--- config.mk ---
export PLATFORM = sky130hd
export DESIGN_NAME = ifd_instruction_field_decoder
export DESIGN_NICKNAME = d
export VERILOG_FILES = /design/src/ifd_unused_placeholder_none.sv /design/src/ifd_pkg.sv /design/src/ifd_instruction_field_decoder.sv
export SDC_FILE = /design/constraint.sdc
export NUM_CORES = 1
export LEC_CHECK = 0
export BUFFER_PORTS_ARGS = -buffer_cell sky130_fd_sc_hd__buf_2
export CAP_MARGIN = 20
export CORE_AREA = 2 2 113 115
export DETAILED_ROUTE_END_ITERATION = 10
export DIE_AREA = 0 0 115 117
export PLACE_DENSITY_LB_ADDON = 0.05
export SYNTH_ARGS = -nofsm -noshare
export SYNTH_HDL_FRONTEND = slang
export SYNTH_SLANG_ARGS = --single-unit
export TNS_END_PERCENT = 5
--- constraint.sdc ---
create_clock -name clk_in -period 0.9 [get_ports clk_in]
set_input_delay 0.045 -clock clk_in [delete_from_list [all_inputs] [get_ports clk_in]]
set_output_delay 0.045 -clock clk_in [all_outputs]
set_load 0.02 [all_outputs]
--- src/ifd_unused_placeholder_none.sv ---
// intentionally empty compilation unit
`default_nettype none
`default_nettype wire

--- src/ifd_pkg.sv ---
// constants, field layout and decoded-word types of the instruction field decoder
`default_nettype none
package ifd_pkg;
	// field positions inside the instruction word
	localparam int FSEL_HI = 31;
	localparam int FSEL_LO = 30;
	localparam int RD_HI = 29;
	localparam int RD_LO = 25;
	localparam int F2OP_HI = 24;
	localparam int F2OP_LO = 22;
	localparam int F3OP_HI = 24;
	localparam int F3OP_LO = 19;
	localparam int RS1_HI = 18;
	localparam int RS1_LO = 14;
	localparam int ISEL_BIT = 13;
	localparam int RS2_HI = 4;
	localparam int RS2_LO = 0;
	localparam int SIMM_HI = 12;
	localparam int SIMM_LO = 0;
	localparam int BRANCH_WORD_DISPLACEMENT_HI = 21;
	localparam int CALL_WORD_DISPLACEMENT_HI = 29;
	localparam int OPND_MSB = 12;
	localparam int WORD_W = 32;
	localparam int SIMM_W = 13;
	localparam int BRANCH_WORD_DISPLACEMENT_W = 22;
	localparam int CALL_WORD_DISPLACEMENT_W = 30;
	localparam int ALIGN_W = 2;
	// format selector codes; any code with the top bit set is format 3
	localparam logic [1:0] FSEL_F2 = 2'h0;
	localparam logic [1:0] FSEL_CALL = 2'h1;
	// format-2 opcode codes
	localparam logic [2:0] F2_UNIMP = 3'h0;
	localparam logic [2:0] F2_INT_BR = 3'h2;
	localparam logic [2:0] F2_SET_HIGH_IMMEDIATE = 3'h4;
	localparam int F2_FP_BR_I = 6;
	localparam logic [2:0] F2_FP_BR = 3'h6;
	localparam logic [2:0] F2_CP_BR = 3'h7;
	localparam logic [4:0] REG_ZERO = 5'h00;
	localparam logic [1:0] ALIGN_ZERO = 2'h0;
	localparam logic [31:0] WORD_ZERO = 32'h0000_0000;
	// default op3 tables: every code legal, none floating-point or coprocessor
	localparam logic [63:0] OP3_ALL = 64'hFFFF_FFFF_FFFF_FFFF;
	localparam logic [63:0] OP3_NONE = 64'h0000_0000_0000_0000;

	// instruction format, one-hot
	typedef enum logic [2:0] {
		IFD_FMT_BR_SET_HIGH_IMMEDIATE = 3'b001,
		IFD_FMT_CALL = 3'b010,
		IFD_FMT_OTHER = 3'b100
	} ifd_fmt_t;

	// format-2 opcode class, one-hot
	typedef enum logic [5:0] {
		IFD_F2_NONE = 6'b000001,
		IFD_F2_UNIMP = 6'b000010,
		IFD_F2_INT_BR = 6'b000100,
		IFD_F2_SET_HIGH_IMMEDIATE = 6'b001000,
		IFD_F2_FP_BR = 6'b010000,
		IFD_F2_CP_BR = 6'b100000
	} ifd_f2op_t;

	// decoded instruction handed to the execute stage
	typedef struct packed {
		logic valid;
		ifd_fmt_t fmt;
		ifd_f2op_t f2op;
		logic [5:0] format3_opcode;
		logic [4:0] dest_field;
		logic [4:0] first_source_field;
		logic [4:0] second_source_field;
		logic imm_select;
		logic [31:0] operand1;
		logic [31:0] operand2;
		logic [31:0] branch_word_displacement;
		logic [29:0] call_word_displacement;
		logic [21:0] upper_constant_field;
		logic illegal_trap;
		logic fp_exception;
		logic cp_exception;
	} ifd_dec_t;
endpackage : ifd_pkg
`default_nettype wire

--- src/ifd_instruction_field_decoder.sv ---
// instruction field decoder: format, opcode, operand select, traps
// Notes on behaviour
// - Two-bit format selector: 00 branch/set-high, 01 call, 10/11 all others.
// - Format 00 decodes opcode: 000 unimpl, 010 int, 100 set-high, 110 fp, 111 cp.
// - Reserved format-2 opcode, op3 or immediate-select patterns raise illegal-instruction trap.
// - Unused fields are ignored and never cause a trap.
// - Reserved fp or cp operation codes raise fp or cp exception, not illegal.
// - Format-3 operations other than fp/cp take second register when select is 0, immediate when 1.
// - The 13-bit immediate is sign-extended to 32 bits.
// - Call displacement is a 30-bit word offset, passed on without appended zero bits.
// - Register zero always reads as zero when selected as a source.
`default_nettype none
module ifd_instruction_field_decoder #(
	parameter logic [63:0] OP3_LEGAL_ARITH = ifd_pkg::OP3_ALL,
	parameter logic [63:0] OP3_LEGAL_MEM = ifd_pkg::OP3_ALL,
	parameter logic [63:0] OP3_FPOP = ifd_pkg::OP3_NONE,
	parameter logic [63:0] OP3_CPOP = ifd_pkg::OP3_NONE,
	parameter logic [63:0] OP3_NO_IMM = ifd_pkg::OP3_NONE
) (
	// clock and reset
	input wire logic clk_in,
	input wire logic srst_in,
	// instruction from fetch
	input wire logic instr_valid_in,
	input wire logic [31:0] instr_word_in,
	// operation-code checks from the attached fp unit and coprocessor
	input wire logic fpu_opf_known_in,
	input wire logic cp_opc_known_in,
	// register file read port
	output logic [4:0] rs1_addr_out,
	output logic [4:0] rs2_addr_out,
	input wire logic [31:0] rs1_data_in,
	input wire logic [31:0] rs2_data_in,
	// decoded result to execute
	output ifd_pkg::ifd_dec_t dec_out
);
	ifd_pkg::ifd_dec_t dec_r;
	ifd_pkg::ifd_dec_t dec_nxt;

	wire logic [1:0] format_selector = instr_word_in[ifd_pkg::FSEL_HI:ifd_pkg::FSEL_LO];
	wire logic [2:0] format2_opcode = instr_word_in[ifd_pkg::F2OP_HI:ifd_pkg::F2OP_LO];
	wire logic [5:0] format3_opcode = instr_word_in[ifd_pkg::F3OP_HI:ifd_pkg::F3OP_LO];
	wire logic [4:0] dest_field = instr_word_in[ifd_pkg::RD_HI:ifd_pkg::RD_LO];
	wire logic [4:0] first_source_field = instr_word_in[ifd_pkg::RS1_HI:ifd_pkg::RS1_LO];
	wire logic [4:0] second_source_field = instr_word_in[ifd_pkg::RS2_HI:ifd_pkg::RS2_LO];
	wire logic imm_sel = instr_word_in[ifd_pkg::ISEL_BIT];
	wire logic [12:0] signed_immediate_field = instr_word_in[ifd_pkg::SIMM_HI:ifd_pkg::SIMM_LO];
	wire logic [21:0] branch_word_displacement = instr_word_in[ifd_pkg::BRANCH_WORD_DISPLACEMENT_HI:0];
	wire logic [29:0] call_word_displacement = instr_word_in[ifd_pkg::CALL_WORD_DISPLACEMENT_HI:0];

	wire logic is_f2 = (format_selector == ifd_pkg::FSEL_F2);
	wire logic is_call = (format_selector == ifd_pkg::FSEL_CALL);
	wire logic is_f3 = instr_word_in[ifd_pkg::FSEL_HI];
	wire logic is_arith = is_f3 && !instr_word_in[ifd_pkg::FSEL_LO];
	wire ifd_pkg::ifd_fmt_t fmt = is_f2 ? ifd_pkg::IFD_FMT_BR_SET_HIGH_IMMEDIATE :
		(is_call ? ifd_pkg::IFD_FMT_CALL : ifd_pkg::IFD_FMT_OTHER);

	wire logic f2_unimp = is_f2 && (format2_opcode == ifd_pkg::F2_UNIMP);
	wire logic f2_int = is_f2 && (format2_opcode == ifd_pkg::F2_INT_BR);
	wire logic f2_set_high_immediate = is_f2 && (format2_opcode == ifd_pkg::F2_SET_HIGH_IMMEDIATE);
	wire logic f2_fp = is_f2 && (format2_opcode == ifd_pkg::F2_FP_BR);
	wire logic f2_cp = is_f2 && (format2_opcode == ifd_pkg::F2_CP_BR);
	wire logic f2_known = f2_int || f2_set_high_immediate || f2_fp || f2_cp;
	wire ifd_pkg::ifd_f2op_t f2op = !is_f2 ? ifd_pkg::IFD_F2_NONE :
		f2_int ? ifd_pkg::IFD_F2_INT_BR :
		f2_set_high_immediate ? ifd_pkg::IFD_F2_SET_HIGH_IMMEDIATE :
		f2_fp ? ifd_pkg::IFD_F2_FP_BR :
		f2_cp ? ifd_pkg::IFD_F2_CP_BR : ifd_pkg::IFD_F2_UNIMP;

	// fp and cp operate codes go to their own exceptions
	wire logic is_fpop = is_f3 && OP3_FPOP[format3_opcode];
	wire logic is_cpop = is_f3 && OP3_CPOP[format3_opcode];
	wire logic fp_exc = is_fpop && !fpu_opf_known_in;
	wire logic cp_exc = is_cpop && !cp_opc_known_in;

	// reserved format-3 opcode and wrong immediate-select use
	wire logic [63:0] legal_tab = is_arith ? OP3_LEGAL_ARITH : OP3_LEGAL_MEM;
	wire logic op3_bad = is_f3 && !legal_tab[format3_opcode];
	wire logic uses_isel = is_f3 && !is_fpop && !is_cpop;
	wire logic isel_bad = uses_isel && imm_sel && OP3_NO_IMM[format3_opcode];
	// call ignores all, format 2 ignores op3/i, fp/cp ignores i
	wire logic illegal = (is_f2 && !f2_known) || op3_bad || isel_bad;

	assign rs1_addr_out = first_source_field;
	assign rs2_addr_out = second_source_field;
	wire logic [31:0] rs1_val = (first_source_field == ifd_pkg::REG_ZERO) ?
		ifd_pkg::WORD_ZERO : rs1_data_in;
	wire logic [31:0] rs2_val = (second_source_field == ifd_pkg::REG_ZERO) ?
		ifd_pkg::WORD_ZERO : rs2_data_in;

	wire logic [31:0] simm_ext = {{(ifd_pkg::WORD_W - ifd_pkg::SIMM_W)
		{signed_immediate_field[ifd_pkg::OPND_MSB]}}, signed_immediate_field};
	// second operand select, only for format-3 operations other than fp and cp
	wire logic [31:0] opnd2 = (uses_isel && imm_sel) ? simm_ext : rs2_val;
	wire logic [31:0] br_ext = {{(ifd_pkg::WORD_W - ifd_pkg::BRANCH_WORD_DISPLACEMENT_W - ifd_pkg::ALIGN_W)
		{branch_word_displacement[ifd_pkg::BRANCH_WORD_DISPLACEMENT_HI]}}, branch_word_displacement,
		ifd_pkg::ALIGN_ZERO};

	// next decoded word; flags only set for a valid instruction
	always_comb begin
		dec_nxt = dec_r;
		dec_nxt.valid = instr_valid_in;
		dec_nxt.fmt = fmt;
		dec_nxt.f2op = f2op;
		dec_nxt.format3_opcode = format3_opcode;
		dec_nxt.dest_field = dest_field;
		dec_nxt.first_source_field = first_source_field;
		dec_nxt.second_source_field = second_source_field;
		dec_nxt.imm_select = uses_isel && imm_sel;
		dec_nxt.operand1 = rs1_val;
		dec_nxt.operand2 = opnd2;
		dec_nxt.branch_word_displacement = br_ext;
		// 30-bit call word offset passed as is
		dec_nxt.call_word_displacement = call_word_displacement;
		dec_nxt.upper_constant_field = branch_word_displacement;
		dec_nxt.illegal_trap = instr_valid_in && illegal;
		dec_nxt.fp_exception = instr_valid_in && fp_exc;
		dec_nxt.cp_exception = instr_valid_in && cp_exc;
	end

	// output register
	always_ff @(posedge clk_in) begin
		if (srst_in) begin
			dec_r <= '0;
		end else begin
			dec_r <= dec_nxt;
		end
	end

	assign dec_out = dec_r;
endmodule : ifd_instruction_field_decoder
`default_nettype wire

==> key figures <==
Floorplan
  – Row count: 41
  – I/O pin total: 294
  – Core region area: 12300 µm²
  – Die height: 117 µm
  – Die W: 115 µm
  – Die area: 13500 µm²
  – Initial Util: 30.4%

Synth
  – Largest cells by area after synthesis: dfxtp_1, buf_4, and2_1, nor2b_1, a21o_1
  – Synthesized area: 3740 µm²
  – Number of synthesized register bits: 106
  – Post-synthesis cell type count: 25
  – Number of flops mapped to enable cells by yosys: 0
  – Ys flop type: dfxtp_1
  – Synth top cells by count: dfxtp_1, buf_4, and2_1
  – Post-synth top area share: 56.7%
  – Synth warn: 0
  – Most common cell in the netlist: dfxtp_1
  – Area leader, netlist: dfxtp_1
  – Post-Synthesis Cells: 346
  – Sequential fraction of the synthesis area: 56.7%
  – Fraction of registers with async set/reset: 0%
  – Mean Syn Cell Area: 10.8 µm²

Critical path
  – CP top delay family: flip-flops
  – CP Max Fanout: 12
  – CP bufs+invs: 1
  – CP Launch Type: flop
  – WP data required: 850 ps
  – Worst setup EP type: output pin
  – CP arrival: 910 ps
  – Crit Path Class: flop to output pin
  – Crit path cell chain: buf_4
  – CP peak stage delay: 400 ps
  – CP max stage cell: dfxtp_4

Drt
  – WL/cell: 13.5 µm
  – Drt drc: 0
  – Detail Route Antenna Nets: 0
  – Iteration-0 DRC Markers: 68
  – Total Routed Length: 11000 µm
  – Detailed Routing Iterations Pass 1: 4
  – Via density: 4.05
  – Routed vias: 3291

Layout
  – Syn-to-layout area delta: 74.6%
  – # nets final: 758
  – Max reg flops: 106
  – # diodes: 0
  – Post-route insts no fill: 812
  – Share of layout cells above drive strength 1: 54.7%
  – Fillers: 1083

GRT
  – Number of global-route vias before repair: 3046
  – Initial antenna violation count: 0
  – Grt ovf: 0
  – Pin count of the biggest net entering global routing: 33
  – First-pass GRT wire length: 14900 µm
  – GRT Total Usage: 14.9%

CTS
  – Clk sinks: 106
  – Number of CTS-inserted buffers: 9
  – Setup Buffers After CTS: 0
  – CTS max path bufs: 2
  – Worst-path clk slew: 60 ps
  – CTS tree: built
  – Max H-tree Level: 3
  – Root Driver: clkbuf_16

Place
  – Final GP Congestion: 0.767
  – Pre-CTS WS: -323 ps
  – Placed cell count: 706
  – Post-DP HPWL: 7720 µm
  – Number of port buffers: 287

STA
  – RSZ-0062 raised after global routing: true
  – Setup ws final: -54.1 ps
  – Min Tclk post-route: 954 ps
  – Setup violators final: 30
  – Slew Limit Fails: 0
  – Period utilisation layout: 106%
  – Max Clk Rate: 1050 MHz
  – Final Hold Vio Count: 0

Pwr
  – Pwr Total: 11600 µW
  – Leak Pwr: 0.00340 µW
  – VDD IR max: 0.935 mV
  – P per Cell Area: 1780 nW/µm²

Hold path
  – Hold Crit Class: input port to flop

Run status
  – Failing checks: setup timing
  – Run status: finished, violations left

Job
  – MaxCap Viol Count: 0
-- worst paths after layout --
check | startpoint | endpoint | slack [ps] | depth (start not counted)
max | dec_out[46] | dec_out[83] | -50 | 1
min | instr_word_in[13] | dec_out[151] | 20 | 3
-- report_power, final --
group	internal (µW)	switching, µW	total [µW]	leakage, µW
clock	2510	1730	4240	0.000156
combinational	1160	1140	2290	0.00235
sequential	4970	123	5090	0.000890
-- repair_timing --
action / 4_1_cts / 5_1_grt
endpoints found under the setup margin: 99 / 134
endpoints found under the hold margin: 96 / 0
hold buffers: 90 / 0
resized for setup: 60 / 126
pin swaps: 0 / 1
-- cell families (layout without fill, tap and decap cells) --
logic type	after synthesis	in the layout	synth area share [%]
flip-flops	106	106	56.7
AND/OR/NAND/NOR	101	101	16.4
buffers and inverters	101	414	19.5
AO/OA/AOI/OAI	37	37	7.26
other	1	4	0.100
-- per-stage QoR --
step	utilization (%)	TNS [ps]	hold slack [ps]	area (µm²)
global route	53.1	-2840	21.6	6530
finish	53.1	-807	16.7	6530
detailed placement	39.5	-11030	241	4870
global placement	39.5	-11100	241	4870
CTS	50.5	-2990	5.47	6220
floorplan	-	-90.9	121	3750
-- layout make-up --
type                       instances  area (µm²)  share of cell area [%]
timing repair buffer             397        2940                    45.0
sequential                       106        2170                    33.2
multi-input combinational        142         911                    13.9
clock buffer                      11         243                    3.72
tap                              150         188                    2.87
clock inverter                     5        77.6                    1.19
inverter                           1        3.75                  0.0575
-- layout by cell type (no fill, tap or decap), types with 2 or more instances in the layout --
cell / netlist / routed
a31o_2: 6 / 6
dfxtp_2: 0 / 23
a21oi_1: 8 / 5
a21o_1: 21 / 21
clkbuf_16: 0 / 9
dfxtp_4: 0 / 5
buf_12: 0 / 5
nor2b_1: 32 / 32
buf_2: 5 / 156
a21oi_2: 0 / 3
nor2_1: 6 / 6
conb_1: 1 / 4
dfxtp_1: 106 / 78
nand2_1: 12 / 12
clkinv_2: 0 / 2
and2_1: 41 / 41
bufinv_16: 0 / 2
nor3b_1: 3 / 3
buf_6: 2 / 16
buf_4: 87 / 129
dlygate4sd3_1: 0 / 89
-- metal layers --
layer	track usage, %	wire, µm
met5	0	0
met4	7.95	237
met3	5.05	961
met2	26.9	5770
met1	15.2	3990
Power figures use the tool's default switching activity.
